===== src/common/sample_queue_defs.vh =====
/*
 Constants for the sample queue, scaling and interrupt request block:
 register indices, field positions, reset values and queue geometry.
 Assumes inclusion by bare name from design files.
*/
`ifndef SAMPLE_QUEUE_DEFS_VH
`define SAMPLE_QUEUE_DEFS_VH

`define ADDR_RESULT_FIRST 8'h02
`define ADDR_RESULT_LAST 8'h07
`define ADDR_FLAGS 8'h08
`define ADDR_SCALE_WIDTH 8'h15
`define ADDR_QUEUE_CTRL 8'h16
`define ADDR_IRQ_CTRL 8'h17
`define ADDR_QUEUE_READ 8'h18
`define ADDR_QUEUE_COUNT 8'h19

`define RST_SCALE_WIDTH 8'h00
`define RST_QUEUE_CTRL 8'h00
`define RST_IRQ_CTRL 8'h00

`define WIDTH_SEL_LSB 0
`define WIDTH_SEL_MSB 2
`define RANGE_SEL_LSB 4
`define RANGE_SEL_MSB 6
`define WIDTH_6 3'h0
`define WIDTH_7 3'h1
`define WIDTH_8 3'h2
`define WIDTH_12 3'h4
`define WIDTH_14 3'h5

`define QTH_LSB 0
`define QTH_MSB 4
`define QMODE_BIT 5
`define QEN_BIT 6
`define QCLR_BIT 7

`define IRQ_DRIVE_BIT 0
`define IRQ_POL_BIT 1
`define IRQ_WAKE_BIT 2
`define IRQ_NEW_BIT 3
`define IRQ_EMPTY_BIT 4
`define IRQ_FULL_BIT 5
`define IRQ_LEVEL_BIT 6
`define IRQ_CWATCH_BIT 7

`define FLAG_WAKE_BIT 2
`define FLAG_NEW_BIT 3
`define FLAG_EMPTY_BIT 4
`define FLAG_FULL_BIT 5
`define FLAG_LEVEL_BIT 6
`define FLAG_CWATCH_BIT 7

`define QUEUE_DEPTH 32
`define QUEUE_WIDTH 12
`define QUEUE_AW 5
`define QUEUE_CW 6
`define QUEUE_FULL_COUNT 6'h20

`endif


===== src/verilog/accel_sample_fifo_irq_ctrl.v =====
/*
 Configuration, 32-entry sample queue and interrupt request logic of a
 three-axis motion sensor. Assumes a register access engine on the same
 clock drives reg_addr/reg_wr/reg_rd; samples arrive from the converter
 as 14-bit two's complement words, one axis per strobe, on the same clock.
 Motion events come from a separate detector and are synchronised here.
*/
// Behaviour
// - Results are sign-extended two's complement at any width.
// - Per-axis results sit at addresses 0x02 through 0x07.
// - Width field: 000=6, 001=7, 010=8, 100=12, 101=14 bits.
// - With queue enabled, 14-bit selection is limited to 12 bits.
// - Each queue entry is 12 bits wide.
// - Range field bits 6:4 selects 2, 4, 8, 16 or 12 g.
// - Queue enable gates all queue behaviour except the clear bit.
// - With queue disabled, queue flags at 0x08 show default values.
// - Mode 0: queue stores samples while space remains.
// - Mode 1: queue stops storing once count reaches threshold.
// - Queue disabled: samples go straight to result registers.
// - Queue enabled: every sample written to queue if room exists and clear bit is 0.
// - Clear bit empties pointers and zeroes all queue contents.
// - Drive bit: 0 open-drain, 1 push-pull request pin.
// - Polarity bit: 0 active low, 1 active high request.
// - Wake interrupt fires on a wake motion event while already in continuous state.
// - New-sample interrupt fires on each sample written anywhere.
// - Empty interrupt fires only when queue count equals zero.
// - Full interrupt fires only when queue count reaches 32.
// - Level interrupt fires when count reaches programmed threshold.
// - Combined-watch interrupt fires on motion in combined state.
`timescale 1ns/10ps
`default_nettype none
`include "sample_queue_defs.vh"

module accel_sample_fifo_irq_ctrl (
  input wire clk,
  input wire reset,
  input wire [7:0] reg_addr,
  input wire [7:0] reg_wdata,
  input wire reg_wr,
  input wire reg_rd,
  output reg [7:0] reg_rdata,
  input wire sample_valid,
  input wire [1:0] sample_axis,
  input wire [13:0] sample_data,
  input wire motion_wake_event,
  input wire motion_watch_event,
  input wire continuous_active_state,
  input wire combined_watch_active_state,
  output wire [2:0] range_select,
  output wire irq_request_pin_out,
  output wire irq_request_pin_oe
);

  reg [7:0] scale_and_width_control;
  reg [7:0] sample_queue_control;
  reg [7:0] interrupt_source_control;
  reg [7:0] result [0:5];
  reg [`QUEUE_WIDTH-1:0] queue_mem [0:`QUEUE_DEPTH-1];
  reg [`QUEUE_AW-1:0] wr_ptr;
  reg [`QUEUE_AW-1:0] rd_ptr;
  reg [`QUEUE_CW-1:0] count;
  reg new_flag;
  reg wake_flag;
  reg cwatch_flag;
  reg wake_meta, wake_sync, wake_prev;
  reg watch_meta, watch_sync, watch_prev;
  reg cstate_meta, cstate_sync;
  reg sstate_meta, sstate_sync;
  reg irq_active;
  integer i;
  integer j;

  wire [2:0] sample_width_select;
  wire [4:0] queue_threshold_level;
  wire queue_enable;
  wire queue_mode;
  wire queue_clear;
  wire irq_pin_drive_type;
  wire irq_pin_polarity;
  wire irq_new_sample_en;
  wire irq_queue_level_en;
  wire irq_combined_watch_en;
  wire [2:0] eff_width;
  wire [13:0] shaped;
  wire [`QUEUE_WIDTH-1:0] queue_word;
  wire queue_full;
  wire queue_empty;
  wire level_hit;
  wire room;
  wire do_push;
  wire do_pop;
  wire wake_rise;
  wire watch_rise;
  wire flag_read;
  wire [7:0] flags_value;
  wire any_irq;
  wire result_hit;
  wire [7:0] result_offset;

  assign sample_width_select =
    scale_and_width_control[`WIDTH_SEL_MSB:`WIDTH_SEL_LSB];
  assign range_select =
    scale_and_width_control[`RANGE_SEL_MSB:`RANGE_SEL_LSB];
  assign queue_threshold_level = sample_queue_control[`QTH_MSB:`QTH_LSB];
  assign queue_enable = sample_queue_control[`QEN_BIT];
  assign queue_mode = sample_queue_control[`QMODE_BIT];
  assign queue_clear = sample_queue_control[`QCLR_BIT];
  assign irq_pin_drive_type = interrupt_source_control[`IRQ_DRIVE_BIT];
  assign irq_pin_polarity = interrupt_source_control[`IRQ_POL_BIT];
  assign irq_new_sample_en = interrupt_source_control[`IRQ_NEW_BIT];
  assign irq_queue_level_en = interrupt_source_control[`IRQ_LEVEL_BIT];
  assign irq_combined_watch_en = interrupt_source_control[`IRQ_CWATCH_BIT];

  // Keep the top bits of the converter word and sign-extend to 14 bits
  function [13:0] shape_sample;
    input [13:0] raw;
    input [2:0] sel;
    begin
      case (sel)
        `WIDTH_6: shape_sample = {{8{raw[13]}}, raw[13:8]};
        `WIDTH_7: shape_sample = {{7{raw[13]}}, raw[13:7]};
        `WIDTH_8: shape_sample = {{6{raw[13]}}, raw[13:6]};
        `WIDTH_12: shape_sample = {{2{raw[13]}}, raw[13:2]};
        `WIDTH_14: shape_sample = raw;
        default: shape_sample = {{2{raw[13]}}, raw[13:2]};
      endcase
    end
  endfunction

  // Reserved width codes fall back to 12 bits; 14 is clipped with queue on
  assign eff_width = (queue_enable && sample_width_select == `WIDTH_14) ?
    `WIDTH_12 : sample_width_select;
  assign shaped = shape_sample(sample_data, eff_width);
  assign queue_word = shaped[`QUEUE_WIDTH-1:0];

  assign queue_full = (count == `QUEUE_FULL_COUNT);
  assign queue_empty = (count == 6'h00);
  assign level_hit = (count >= {1'b0, queue_threshold_level});
  // Watermark mode drops samples once the threshold is reached
  assign room = !queue_full && !(queue_mode && level_hit);
  assign do_push = queue_enable && !queue_clear && sample_valid &&
    room;
  assign do_pop = queue_enable && !queue_clear && reg_rd &&
    reg_addr == `ADDR_QUEUE_READ && !queue_empty;

  assign flag_read = reg_rd && reg_addr == `ADDR_FLAGS;
  assign result_hit = reg_addr >= `ADDR_RESULT_FIRST &&
    reg_addr <= `ADDR_RESULT_LAST;
  assign result_offset = reg_addr - `ADDR_RESULT_FIRST;
  assign wake_rise = wake_sync && !wake_prev;
  assign watch_rise = watch_sync && !watch_prev;

  // Disabled queue reports empty as its default state
  assign flags_value = {cwatch_flag,
    queue_enable && level_hit,
    queue_enable && queue_full,
    !queue_enable || queue_empty,
    new_flag, wake_flag, 2'b00};

  assign any_irq =
    (interrupt_source_control[`IRQ_WAKE_BIT] && wake_flag) ||
    (irq_new_sample_en && new_flag) ||
    (interrupt_source_control[`IRQ_EMPTY_BIT] && queue_enable &&
     queue_empty) ||
    (interrupt_source_control[`IRQ_FULL_BIT] && queue_enable &&
     queue_full) ||
    (irq_queue_level_en && queue_enable && level_hit) ||
    (irq_combined_watch_en && cwatch_flag);

  // Open-drain only ever pulls the line to its active level
  assign irq_request_pin_out = irq_pin_polarity ? irq_active :
    !irq_active;
  assign irq_request_pin_oe = irq_pin_drive_type | irq_active;

  always @(posedge clk) begin
    if (reset) begin
      wake_meta <= 1'b0;
      wake_sync <= 1'b0;
      wake_prev <= 1'b0;
      watch_meta <= 1'b0;
      watch_sync <= 1'b0;
      watch_prev <= 1'b0;
      cstate_meta <= 1'b0;
      cstate_sync <= 1'b0;
      sstate_meta <= 1'b0;
      sstate_sync <= 1'b0;
    end else begin
      wake_meta <= motion_wake_event;
      wake_sync <= wake_meta;
      wake_prev <= wake_sync;
      watch_meta <= motion_watch_event;
      watch_sync <= watch_meta;
      watch_prev <= watch_sync;
      cstate_meta <= continuous_active_state;
      cstate_sync <= cstate_meta;
      sstate_meta <= combined_watch_active_state;
      sstate_sync <= sstate_meta;
    end
  end

  always @(posedge clk) begin
    if (reset) begin
      scale_and_width_control <= `RST_SCALE_WIDTH;
      sample_queue_control <= `RST_QUEUE_CTRL;
      interrupt_source_control <= `RST_IRQ_CTRL;
    end else if (reg_wr) begin
      case (reg_addr)
        `ADDR_SCALE_WIDTH: scale_and_width_control <= reg_wdata & 8'h77;
        `ADDR_QUEUE_CTRL: sample_queue_control <= reg_wdata;
        `ADDR_IRQ_CTRL: interrupt_source_control <= reg_wdata;
        default: ;
      endcase
    end
  end

  // Event flags are cleared by reading 0x08; a new event wins the clear
  always @(posedge clk) begin
    if (reset) begin
      new_flag <= 1'b0;
      wake_flag <= 1'b0;
      cwatch_flag <= 1'b0;
      irq_active <= 1'b0;
    end else begin
      new_flag <= (sample_valid && (do_push || !queue_enable)) ||
        (new_flag && !flag_read);
      wake_flag <= (wake_rise && cstate_sync) ||
        (wake_flag && !flag_read);
      cwatch_flag <= (watch_rise && sstate_sync) ||
        (cwatch_flag && !flag_read);
      irq_active <= any_irq;
    end
  end

  // Results land directly only while the queue is off
  always @(posedge clk) begin
    if (reset) begin
      for (i = 0; i < 6; i = i + 1)
        result[i] <= 8'h00;
    end else if (sample_valid && !queue_enable && sample_axis != 2'b11) begin
      result[{sample_axis, 1'b0}] <= shaped[7:0];
      // High byte carries the sign into its two spare bits
      result[{sample_axis, 1'b1}] <= {{2{shaped[13]}}, shaped[13:8]};
    end
  end

  // Clear acts on the next edge regardless of the enable; the queue has no
  // separate clock so a true asynchronous clear is not offered
  always @(posedge clk) begin
    if (reset || queue_clear) begin
      wr_ptr <= {`QUEUE_AW{1'b0}};
      rd_ptr <= {`QUEUE_AW{1'b0}};
      count <= {`QUEUE_CW{1'b0}};
      for (j = 0; j < `QUEUE_DEPTH; j = j + 1)
        queue_mem[j] <= {`QUEUE_WIDTH{1'b0}};
    end else begin
      if (do_push) begin
        queue_mem[wr_ptr] <= queue_word;
        wr_ptr <= wr_ptr + 5'h01;
      end
      if (do_pop)
        rd_ptr <= rd_ptr + 5'h01;
      if (do_push && !do_pop)
        count <= count + 6'h01;
      else if (do_pop && !do_push)
        count <= count - 6'h01;
    end
  end

  always @(posedge clk) begin
    if (reset) begin
      reg_rdata <= 8'h00;
    end else if (reg_rd) begin
      if (result_hit) begin
        reg_rdata <= result[result_offset[2:0]];
      end else begin
        case (reg_addr)
          `ADDR_FLAGS: reg_rdata <= flags_value;
          `ADDR_SCALE_WIDTH: reg_rdata <= scale_and_width_control;
          `ADDR_QUEUE_CTRL: reg_rdata <= sample_queue_control;
          `ADDR_IRQ_CTRL: reg_rdata <= interrupt_source_control;
          `ADDR_QUEUE_READ:
            reg_rdata <= queue_mem[rd_ptr][7:0];
          `ADDR_QUEUE_COUNT: reg_rdata <= {2'b00, count};
          default: reg_rdata <= 8'h00;
        endcase
      end
    end
  end

endmodule // accel_sample_fifo_irq_ctrl

`default_nettype wire

===== config.mk =====
export PLATFORM = sky130hd
export DESIGN_NAME = accel_sample_fifo_irq_ctrl
export DESIGN_NICKNAME = d
export VERILOG_FILES = /design/src/verilog/accel_sample_fifo_irq_ctrl.v
export VERILOG_INCLUDE_DIRS = /design/src /design/src/common
export SDC_FILE = /design/constraint.sdc
export NUM_CORES = 1
export LEC_CHECK = 0
export ABC_AREA = 1
export BUFFER_PORTS_ARGS = -buffer_cell sky130_fd_sc_hd__buf_4
export CORE_MARGIN = 2
export CORE_UTILIZATION = 43
export DETAILED_ROUTE_END_ITERATION = 8
export GPL_ROUTABILITY_DRIVEN = 0
export SETUP_SLACK_MARGIN = 0.02
export SKIP_CTS_REPAIR_TIMING = 1
export SLEW_MARGIN = 20
export SYNTH_ARGS = -nofsm -noshare
export SYNTH_HDL_FRONTEND = slang
export SYNTH_SLANG_ARGS = --single-unit

===== constraint.sdc =====
create_clock -name clk -period 3.45 [get_ports clk]
set_clock_uncertainty 0.05 [all_clocks]
set_input_delay 0.345 -clock clk [delete_from_list [all_inputs] [get_ports clk]]
set_output_delay 0.345 -clock clk [all_outputs]
set_load 0.05 [all_outputs]

# [Yosys cells after proc, flatten, opt, wreduce, memory -nomap -nowiden]
# Memory sizes are Yosys's and may differ from the RTL's. A register that Yosys moved wholly into a read port is not among the register bits.
# Cells that the tools add are included.
[classes] addsub=5 magnitude_cmp=3 eq_ne=12 muxes=28 n_bitwise=1 reduce_logical=65
[op_table] cell="13-bit one-hot mux with 4 select lines" n=1
[op_table] cell="8-bit one-hot mux with 6 select lines" n=1
[op_table] cell="8-bit by 5-bit equality test with 1-bit output (second input constant)" n=5
[op_table] cell="1-bit logical AND" n=34
[op_table] cell="8-bit two-way mux" n=3
[op_table] cell="8-bit OR reduction" n=2
[op_table] cell="5-bit two-way mux" n=3
[op_table] cell="1-bit two-way mux" n=14
[op_table] cell="12-bit two-way mux" n=1
[op_table] cell="6-bit two-way mux" n=2
[op_table] cell="12-bit OR reduction" n=1
[op_table] cell="1-bit zero test" n=11
[op_table] cell="1-bit logical OR" n=11
[op_table] cell="5-bit by 1-bit adder with 5-bit output (second input constant)" n=2
[op_table] cell="3-bit two-way mux" n=3
[op_table] cell="8-bit by 4-bit equality test with 1-bit output (second input constant)" n=1
[op_table] cell="8-bit by 2-bit greater-or-equal comparator with 1-bit output (second input constant)" n=1
[op_table] cell="8-bit by 3-bit <= comparator with 1-bit output (second input constant)" n=1
[op_table] cell="6-bit by 1-bit adder with 6-bit output (second input constant)" n=1
[op_table] cell="3-bit equality test (second input constant)" n=2
[op_table] cell="6-bit equality test (second input constant)" n=1
[op_table] cell="6-bit by 5-bit greater-or-equal comparator with 1-bit output" n=1
[op_table] cell="6-bit zero test" n=1
[op_table] cell="2-bit AND reduction" n=3
[op_table] cell="other kinds (8)" n=8
[word_totals] ff_bits=60 mem_bits_rw=432 in_bits=41 n_memories=2
[memory_table] memory="queue_mem" depth=32 word_bits=12 read_ports=1 rd_clocked_by_memory_dff=1 wr=32 line_no="accel_sample_fifo_irq_ctrl.v:58" source="reg [`QUEUE_WIDTH-1:0] queue_mem [0:`QUEUE_DEPTH-1];"
[memory_table] memory="result" depth=6 word_bits=8 read_ports=1 rd_clocked_by_memory_dff=0 wr=6 line_no="accel_sample_fifo_irq_ctrl.v:57" source="reg [7:0] result [0:5];"

# [Depth between registers and ports, before layout]
# Gate-level depths: netlist of run 1.
[depth] word_depth=10 ltp_mapped=21

# [Least setup slack after synthesis of run 1]
# No wires, ideal clock.
[synth_path] path_type="reg2reg" from="register sample_queue_control[3]" to="register count[5]" setup_time_ns=0.122 t_arrival_ns=2.429 required_ns=3.278 path_slack_ns=0.848 path_stages_with_launch=21 synth_period_minus_slack_ns=2.602 path_cell_list="dfxtp_1 -> inv_1 -> ha_1 -> a21oi_1 -> o21a_1 -> nand3_2 -> nand2_2 -> nand2_4 -> inv_1 -> ha_1 -> inv_1 -> ha_1 -> nand3_1 -> nand3_1 -> nand2_1 -> a21oi_1 -> nor2_1 -> nand2_1 -> nand2_1 -> nand2_1 -> a21oi_1"
[synth_via] elab_chain_cells=8
[synth_lines] item="start, declared" line_no="accel_sample_fifo_irq_ctrl.v:55" source="reg [7:0] sample_queue_control;"
[synth_lines] item="start signal, assigned" line_no="accel_sample_fifo_irq_ctrl.v:204" source="sample_queue_control <= `RST_QUEUE_CTRL;"
[synth_lines] item="start signal, assigned" line_no="accel_sample_fifo_irq_ctrl.v:209" source="`ADDR_QUEUE_CTRL: sample_queue_control <= reg_wdata;"
[synth_lines] item="6-bit by 5-bit greater-or-equal comparator with 1-bit output (*)" line_no="accel_sample_fifo_irq_ctrl.v:138" source="assign level_hit = (count >= {1'b0, queue_threshold_level});"
[synth_lines] item="1-bit logical AND (*)" line_no="accel_sample_fifo_irq_ctrl.v:140" source="assign room = !queue_full && !(queue_mode && level_hit);"
[synth_lines] item="1-bit zero test (*)" line_no="accel_sample_fifo_irq_ctrl.v:140"
[synth_lines] item="1-bit logical AND (*)" line_no="accel_sample_fifo_irq_ctrl.v:140"
[synth_lines] item="1-bit logical AND (*)" line_no="accel_sample_fifo_irq_ctrl.v:141" source="assign do_push = queue_enable && !queue_clear && sample_valid &&"
[synth_lines] item="via do_push" line_no="accel_sample_fifo_irq_ctrl.v:90" source="wire do_push;"
[synth_lines] item="1-bit zero test" line_no="accel_sample_fifo_irq_ctrl.v:264" source="else if (do_pop && !do_push)"
[synth_lines] item="1-bit logical AND" line_no="accel_sample_fifo_irq_ctrl.v:264"
[synth_lines] item="2-bit nonzero test (no source line)"
[synth_lines] item="end signal, assigned" line_no="accel_sample_fifo_irq_ctrl.v:252" source="count <= {`QUEUE_CW{1'b0}};"
[synth_lines] item="end signal, assigned" line_no="accel_sample_fifo_irq_ctrl.v:263" source="count <= count + 6'h01;"
[synth_lines] item="end signal, assigned" line_no="accel_sample_fifo_irq_ctrl.v:265" source="count <= count - 6'h01;"
[synth_lines] item="end, declared" line_no="accel_sample_fifo_irq_ctrl.v:61" source="reg [`QUEUE_CW-1:0] count;"
# Mark *: on every way through the listed nets, which the timed path passes. The rest lies on a longest branch.
# A chain may end at the register's enable or synchronous reset.

# [Worst setup path in the final report of run 1]
[layout_path] from="register count[3]" to="register count[5]"
[layout_via] elab_chain_cells=8
[layout_lines] item="6-bit by 5-bit greater-or-equal comparator with 1-bit output" line_no="accel_sample_fifo_irq_ctrl.v:138"
[layout_lines] item="1-bit logical AND" line_no="accel_sample_fifo_irq_ctrl.v:140"
[layout_lines] item="1-bit zero test" line_no="accel_sample_fifo_irq_ctrl.v:140"
[layout_lines] item="1-bit logical AND (*)" line_no="accel_sample_fifo_irq_ctrl.v:140"
[layout_lines] item="1-bit logical AND (*)" line_no="accel_sample_fifo_irq_ctrl.v:141"
[layout_lines] item="via do_push" line_no="accel_sample_fifo_irq_ctrl.v:90"
[layout_lines] item="1-bit zero test" line_no="accel_sample_fifo_irq_ctrl.v:264"
[layout_lines] item="1-bit logical AND" line_no="accel_sample_fifo_irq_ctrl.v:264"
[layout_lines] item="2-bit nonzero test (no source line)"
# Mark *: on every way through the listed nets, which the timed path passes. The rest lies on a longest branch. The select of a mux whose other input is x is not followed.

==> results of run 1 <==
[logic make-up (layout without fill, tap and decap cells)]
| group | after synthesis | in the layout |
|---|---|---|
| AO/OA/AOI/OAI | 134 | 134 |
| flip-flops | 377 | 377 |
| AND/OR/NAND/NOR | 1195 | 1195 |
| adder cells (fa/ha/maj) | 16 | 16 |
| other | 1 | 14 |
| buffers and inverters | 272 | 338 |
| XOR/XNOR | 5 | 5 |
[per-stage QoR]
step | utilization, % | instances | setup WS (ns) | instance area, µm² | hold slack, ns
2_1_floorplan | - | 2013 | 0.8485 | 18290 | 0.3383
3_3_place_gp | 45.80 | 2536 | 0.5399 | 19210 | 0.3426
3_5_place_dp | 45.80 | 2536 | 0.4474 | 19210 | 0.3491
4_1_cts | 49.22 | 2613 | 0.4278 | 20650 | -0.07371
5_1_grt | 49.34 | 2618 | 0.1672 | 20700 | 0.04207
6_report | 49.34 | 2618 | 0.4272 | 20700 | 0.01869
[per-layer routing]
| metal | vias to the layer above | GRT usage (%) | share of wire, % | wire length (µm) |
|---|---|---|---|---|
| li1 | 6778 | - | - | - |
| met1 | 6826 | 33.37 | 45 | 22800 |
| met2 | 485 | 36.25 | 46 | 23120 |
| met3 | 76 | 2.935 | 6.5 | 3294 |
| met4 | 0 | 6.481 | 2.2 | 1094 |
| met5 | - | 0 | 0 | 0 |
[how the worst max path moves through the flow]
stage	from	to	cells after the start
3_5_place_dp	count[3]	count[5]	19
5_1_grt	count[3]	count[5]	19
2_1_floorplan	sample_queue_control[3]	count[5]	20
4_1_cts	count[3]	count[5]	19
6_report	count[3]	count[5]	19
3_3_place_gp	count[3]	count[5]	19
[sequential cells by signal, summed over array words and instances (netlist names), 5 cells and up, named ones only]
signal / cells
interrupt_source_control: 8
sample_queue_control: 8
reg_rdata: 8
count: 6
scale_and_width_control: 6
result: 56
queue_mem: 256
rd_ptr: 5
wr_ptr: 5
[placed cells by master, fill, tap and decap left out, types with 8 or more instances in the layout]
cell,netlist,layout
nand2_1,485,485
edfxtp_1,312,312
nor2_1,302,299
nand3_1,263,263
inv_1,138,136
buf_4,7,97
nor3_1,77,77
dfxtp_1,65,63
a21oi_1,55,55
o21ai_0,45,45
clkbuf_16,0,45
ha_1,15,15
conb_1,1,14
clkinv_1,6,13
inv_2,12,12
nand4_1,12,12
nor3_2,12,12
o22ai_1,12,12
clkbuf_1,38,12
nand3_4,10,10
nand3_2,9,9
nor3_4,8,8
[layout make-up]
type	count	area (µm²)
Timing Repair Buffer	105	838.3
Multi-Input combinational cell	1364	6489
Inverter	156	586.8
Tap cell	539	674.4
Sequential cell	377	10680
Fill cell	3862	21250
Clock inverter	18	235.2
Clock buffer	59	1199
[power by group through the flow]
stage | clock network, mW | registers [mW] | logic, mW
global placement | 0 | 5.21 | 0.524
global route | 4.90 | 5.13 | 0.586
CTS | 4.74 | 5.12 | 0.529
finish | 4.68 | 5.12 | 0.537
detailed placement | 0 | 5.21 | 0.527
floorplan | 0 | 5.21 | 0.290
[worst min-delay path: stages]
cell and delay (ns):
buf_4 0.09, o21ai_1 0.06, a21oi_1 0.10
==> flow_summary_export.csv, run 1 <==
group,metric,value,unit
pwr,p_int,8.083,mW
drt,drc,0,
drt,first_iter_violations,1529,
hold_path,hold_end,"sample_queue_control[6]",
yosys,netlist_top_cells_area,"edfxtp_1, nand2_1, nand3_1",
sta,slew_viol_final,0,
critical_path,reg2reg_slack,0.43,ns
sta,fin_crit,3.023,ns
cts,htreeDepth,2,
yosys,synth_top_family_by_area,"simple AND/OR/NAND/NOR gates",
grt,grt_pass1_vias,13590,
sta,fmax,0.3308,GHz
sta,max_slew.worst_pin.slew,1.006,ns
yosys,ys_seq_elements,377,
sta,setup_viol,0,
cts,cts_tree,"done",
critical_path,worstPathCellList,"ha_1, a21oi_1, o21a_1, nand3_2, nand2_2, nand2_4, inv_1, ha_1, inv_1, ha_1, nand3_1, nand3_1, nand2_1, a21oi_1, nor2_1, nand2_1, nand2_1, nand2_1, a21oi_1",
critical_path,cp.buffers_inverters,2,
sta,slew_headroom,32.53,%
cts,numCtsBuffers,42,
critical_path,start_kind,"flip-flop",
pwr,max-vdd-ir-drop,0.3955,mV
flow_run,maxCapViolations,0,
yosys,ys_types,46,
critical_path,cp_common_cell,"nand2_1",
floorplan,core_area,0.04195,mm²
critical_path,worst_setup_path_end_kind,"flip-flop",
yosys,synth_compound_area_share,4.150,%
drt,drtPass1Iterations,5,
drt,dr_total_vias,14170,
grt,grt_overflow,0,
critical_path,reg2reg_depth,19,
pwr,power.density,499.6,mW/mm²
yosys,syn_avg_cell_area,9.119,µm²
drt,viasPerCell,5.411,
critical_path,regToRegEndpoint,"count[5]",
final_layout,final_nets,2103,
pwr,power,10.34,mW
run_status,status,"finished, final reports clean",
pwr,p_sw,2.258,mW
yosys,synth.top_cells.by_count,"nand2_1, edfxtp_1, nor2_1",
critical_path,required,3.84,ns
hold_path,hold_start,"reg_wdata[6]",
final_layout,area_delta_synth_final,13.48,%
pwr,combPwrFrac,5.2,%
cts,clock_sinks,377,
critical_path,crit_type,"reg -> reg",
yosys,ys_seq_area_share,58.50,%
hold_path,holdPathStages,3,
cts,cts_root_buf,"clkbuf_16",
grt,grt_max_degree,129,
yosys,synth_top_area_cell,"edfxtp_1",
yosys,synthCells,2000,
critical_path,r2r-start,"count[3]",
yosys,synth_xor_area_share,0.2401,%
yosys,synth_mux_area_share,0,%
sta,finalHoldViolations,0,
yosys,ys.flop_type,"edfxtp_1",
yosys,async_reset_ff_share,0,%
sta,rsz0062_at_grt,"no",
grt,grt_pass1_wl,77790,µm
grt,grtUsageTotal,22.93,%
yosys,yosys.area_share.simple,29.59,%
drt,avgRoutedWirePerCell,19.22,µm
place,numPortBuffers,53,
critical_path,slowest_stage,"dfxtp_1",
yosys,synth-edff-count,312,
floorplan,die_w,210.0,µm
pwr,power_frac_seq,49.5,%
hold_path,min_path_type,"in -> reg",
critical_path,critPathArrivalTime,3.41,ns
pwr,swShare,21.83,%
critical_path,crit_fanout,9,
cts,clock_latency,0.57,ns
final_layout,final_layout_size_suffix_gt1_share,11.11,%
drt,routed_wl,50310,µm
floorplan,die_area,0.04408,mm²
pwr,leakagePower,8.249,nW
yosys,synthAdderAreaFrac,1.139,%
place,hpwl,32750,µm
critical_path,path_delay_family,"adder cells",
floorplan,die_h,210.0,µm
yosys,syn-cell-area,0.01824,mm²
sta,period_share,87.62,%
pwr,p_clk_share,45.3,%
grt,antenna_found_initial,0,
yosys,synth_top_cell_area_share,51.37,%
yosys,yosysWarnings,0,
drt,ant_nets,0,
floorplan,rows,75,
cts,clk_pin_slew,0.06,ns
critical_path,cp_slowest_stage_delay,0.45,ns
final_layout,diodes,0,
yosys,yosysMostFrequentCell,"nand2_1",
floorplan,io_pins,54,
cts,clock_path_buffers,3,
sta,setup_tns,0,ns
floorplan,start_util,43.48,%
Power figures use the tool's default switching activity.
==> run 2: changes to the inputs <==
==> constraint.sdc (replaced) <==
create_clock -name clk -period 3.45 [get_ports clk]
set_clock_uncertainty 0.05 [all_clocks]
set_input_delay 0.1725 -clock clk [delete_from_list [all_inputs] [get_ports clk]]
set_output_delay 0.1725 -clock clk [all_outputs]
set_load 0.05 [all_outputs]
==> run 2 against run 1 <==
The flow now finishes with violations (negative hold slack). Final area rose by 0.43%. Largest power group unchanged. Global-route usage fell by 0.085 points. Non-clock buffer count rose by 21. Routed wire length rose by 0.73%. Cell count rose by 0.76%.
==> flow_summary_export.csv, run 2 (synthesis results as in run 1) <==
group,metric,value,unit
cts,clock_path_buffers,3,
floorplan,die_w,210.0,µm
grt,grtUsageTotal,22.85,%
place,numPortBuffers,53,
grt,grt_pass1_wl,77340,µm
place,hpwl,32990,µm
grt,grt_pass1_vias,13500,
cts,clk_pin_slew,0.06,ns
floorplan,start_util,43.48,%
final_layout,reg.largest.list,"queue_mem: 256 flops, result: 56 flops",
final_layout,layout_common_cells,"nand2_1, edfxtp_1, nor2_1, nand3_1, inv_1",
drt,ant_nets,0,
sta,max_slew.worst_pin.slew,1.039,ns
final_layout,final_layout_size_suffix_gt1_share,10.96,%
sta,setup_tns,0,ns
hold_path,min_path_type,"in -> reg",
critical_path,crit_type,"reg -> reg",
pwr,max-vdd-ir-drop,0.3726,mV
drt,drtPass1Iterations,5,
grt,grt_max_degree,65,
drt,first_iter_violations,1508,
cts,cts_tree,"done",
sta,fmax,0.3356,GHz
floorplan,io_pins,54,
place,place_area,0.01922,mm²
critical_path,start_kind,"flip-flop",
final_layout,regMostFlops,"queue_mem",
grt,grt_overflow,0,
critical_path,worst_setup_path_end_kind,"flip-flop",
sta,rsz0062_at_grt,"no",
critical_path,crit_fanout,9,
cts,numCtsBuffers,42,
cts,htreeDepth,2,
critical_path,required,3.84,ns
final_layout,area_delta_synth_final,13.97,%
drt,dr_total_vias,14240,
sta,fin_crit,2.980,ns
drt,routed_wl,50670,µm
sta,period_share,86.38,%
flow_run,maxCapViolations,0,
final_layout,diodes,0,
grt,antenna_found_initial,0,
drt,drc,0,
drt,avgRoutedWirePerCell,19.21,µm
final_layout,stdcell_area,0.02079,mm²
sta,setup_viol,0,
floorplan,rows,75,
pwr,leakagePower,8.287,nW
drt,viasPerCell,5.400,
final_layout,largest_reg_flops,256,
pwr,power,10.06,mW
sta,slew_viol_final,0,
final_layout,final_common_cell,"nand2_1",
floorplan,die_area,0.04408,mm²
sta,finalHoldViolations,5,
pwr,power.density,483.8,mW/mm²
cts,cts_root_buf,"clkbuf_16",
critical_path,reg2reg_slack,0.47,ns
sta,holdWs,-0.01631,ns
cts,clock_sinks,377,
run_status,status,"finished with violations",
critical_path,critPathArrivalTime,3.37,ns
sta,slew_headroom,30.31,%
floorplan,core_area,0.04195,mm²
final_layout,final_nets,2124,
floorplan,die_h,210.0,µm
run_status,violations,"negative hold slack",
cts,clock_latency,0.56,ns
[run 2: changes by cell type in the layout (fill, tap and decap cells not counted)]
cell and change:
dlygate4sd3_1 +19, inv_6 +1, clkbuf_16 -2, buf_4 +3, bufinv_16 -2, clkbuf_1 +1
buf_12 -1, clkinv_2 +1, clkinv_1 +1, clkbuf_8 -1
[run 2: final cells by class]
class                           count  area [µm²]
Fill cell                        3866       21160
Timing Repair Buffer              126        1031
Inverter                          156       586.8
Tap cell                          539       674.4
Sequential cell                   377       10680
Clock inverter                     19       192.7
Clock buffer                       57        1139
Multi-Input combinational cell   1364        6489
[run 2: where the power goes]
part | internal (mW) | switching (mW)
Clock | 2.61 | 1.78
Sequential | 5.07 | 0.0458
Combinational | 0.155 | 0.393
Total | 7.83 | 2.22
[run 2: through the flow]
stage | setup slack [ns] | util [%] | std cells
after detailed placement | 0.5096 | 45.81 | 2538
after CTS | 0.4918 | 48.98 | 2614
after floorplan | 0.8485 | - | 2013
after global routing | 0.2244 | 49.56 | 2638
after global placement | 0.5578 | 45.81 | 2538
final | 0.4699 | 49.56 | 2638
[run 2: worst max-delay path, cell delays in order (launching register included)]
cell     delay (ns)
dfxtp_1        0.42
ha_1           0.29
a21oi_1        0.16
o21a_1         0.14
nand3_2        0.09
nand2_2        0.10
nand2_4        0.11
inv_1          0.12
ha_1           0.19
inv_1          0.11
ha_1           0.37
nand3_1        0.10
nand3_1        0.12
nand2_1        0.06
a21oi_1        0.17
nor2_1         0.06
nand2_1        0.05
nand2_1        0.05
nand2_1        0.05
a21oi_1        0.06
[run 2: metal layers]
metal  routed length (µm)  share of wire [%]  GRT usage, %  vias up
met3                 3404                6.7         3.352       78
met1                22930                 45         33.10     6829
met2                23060                 46         35.38      510
met4                 1278                2.5         7.630        0
met5                    0                  0             0        -
li1                     -                  -             -     6827
[run 2: path summary, 6_finish.rpt]
check                  from            to  cells after the start
max                count[3]      count[5]                     19
min          sample_axis[1]  result[0][7]                      4
max reg2reg        count[3]      count[5]                     19
min reg2reg       wake_meta     wake_sync                      2
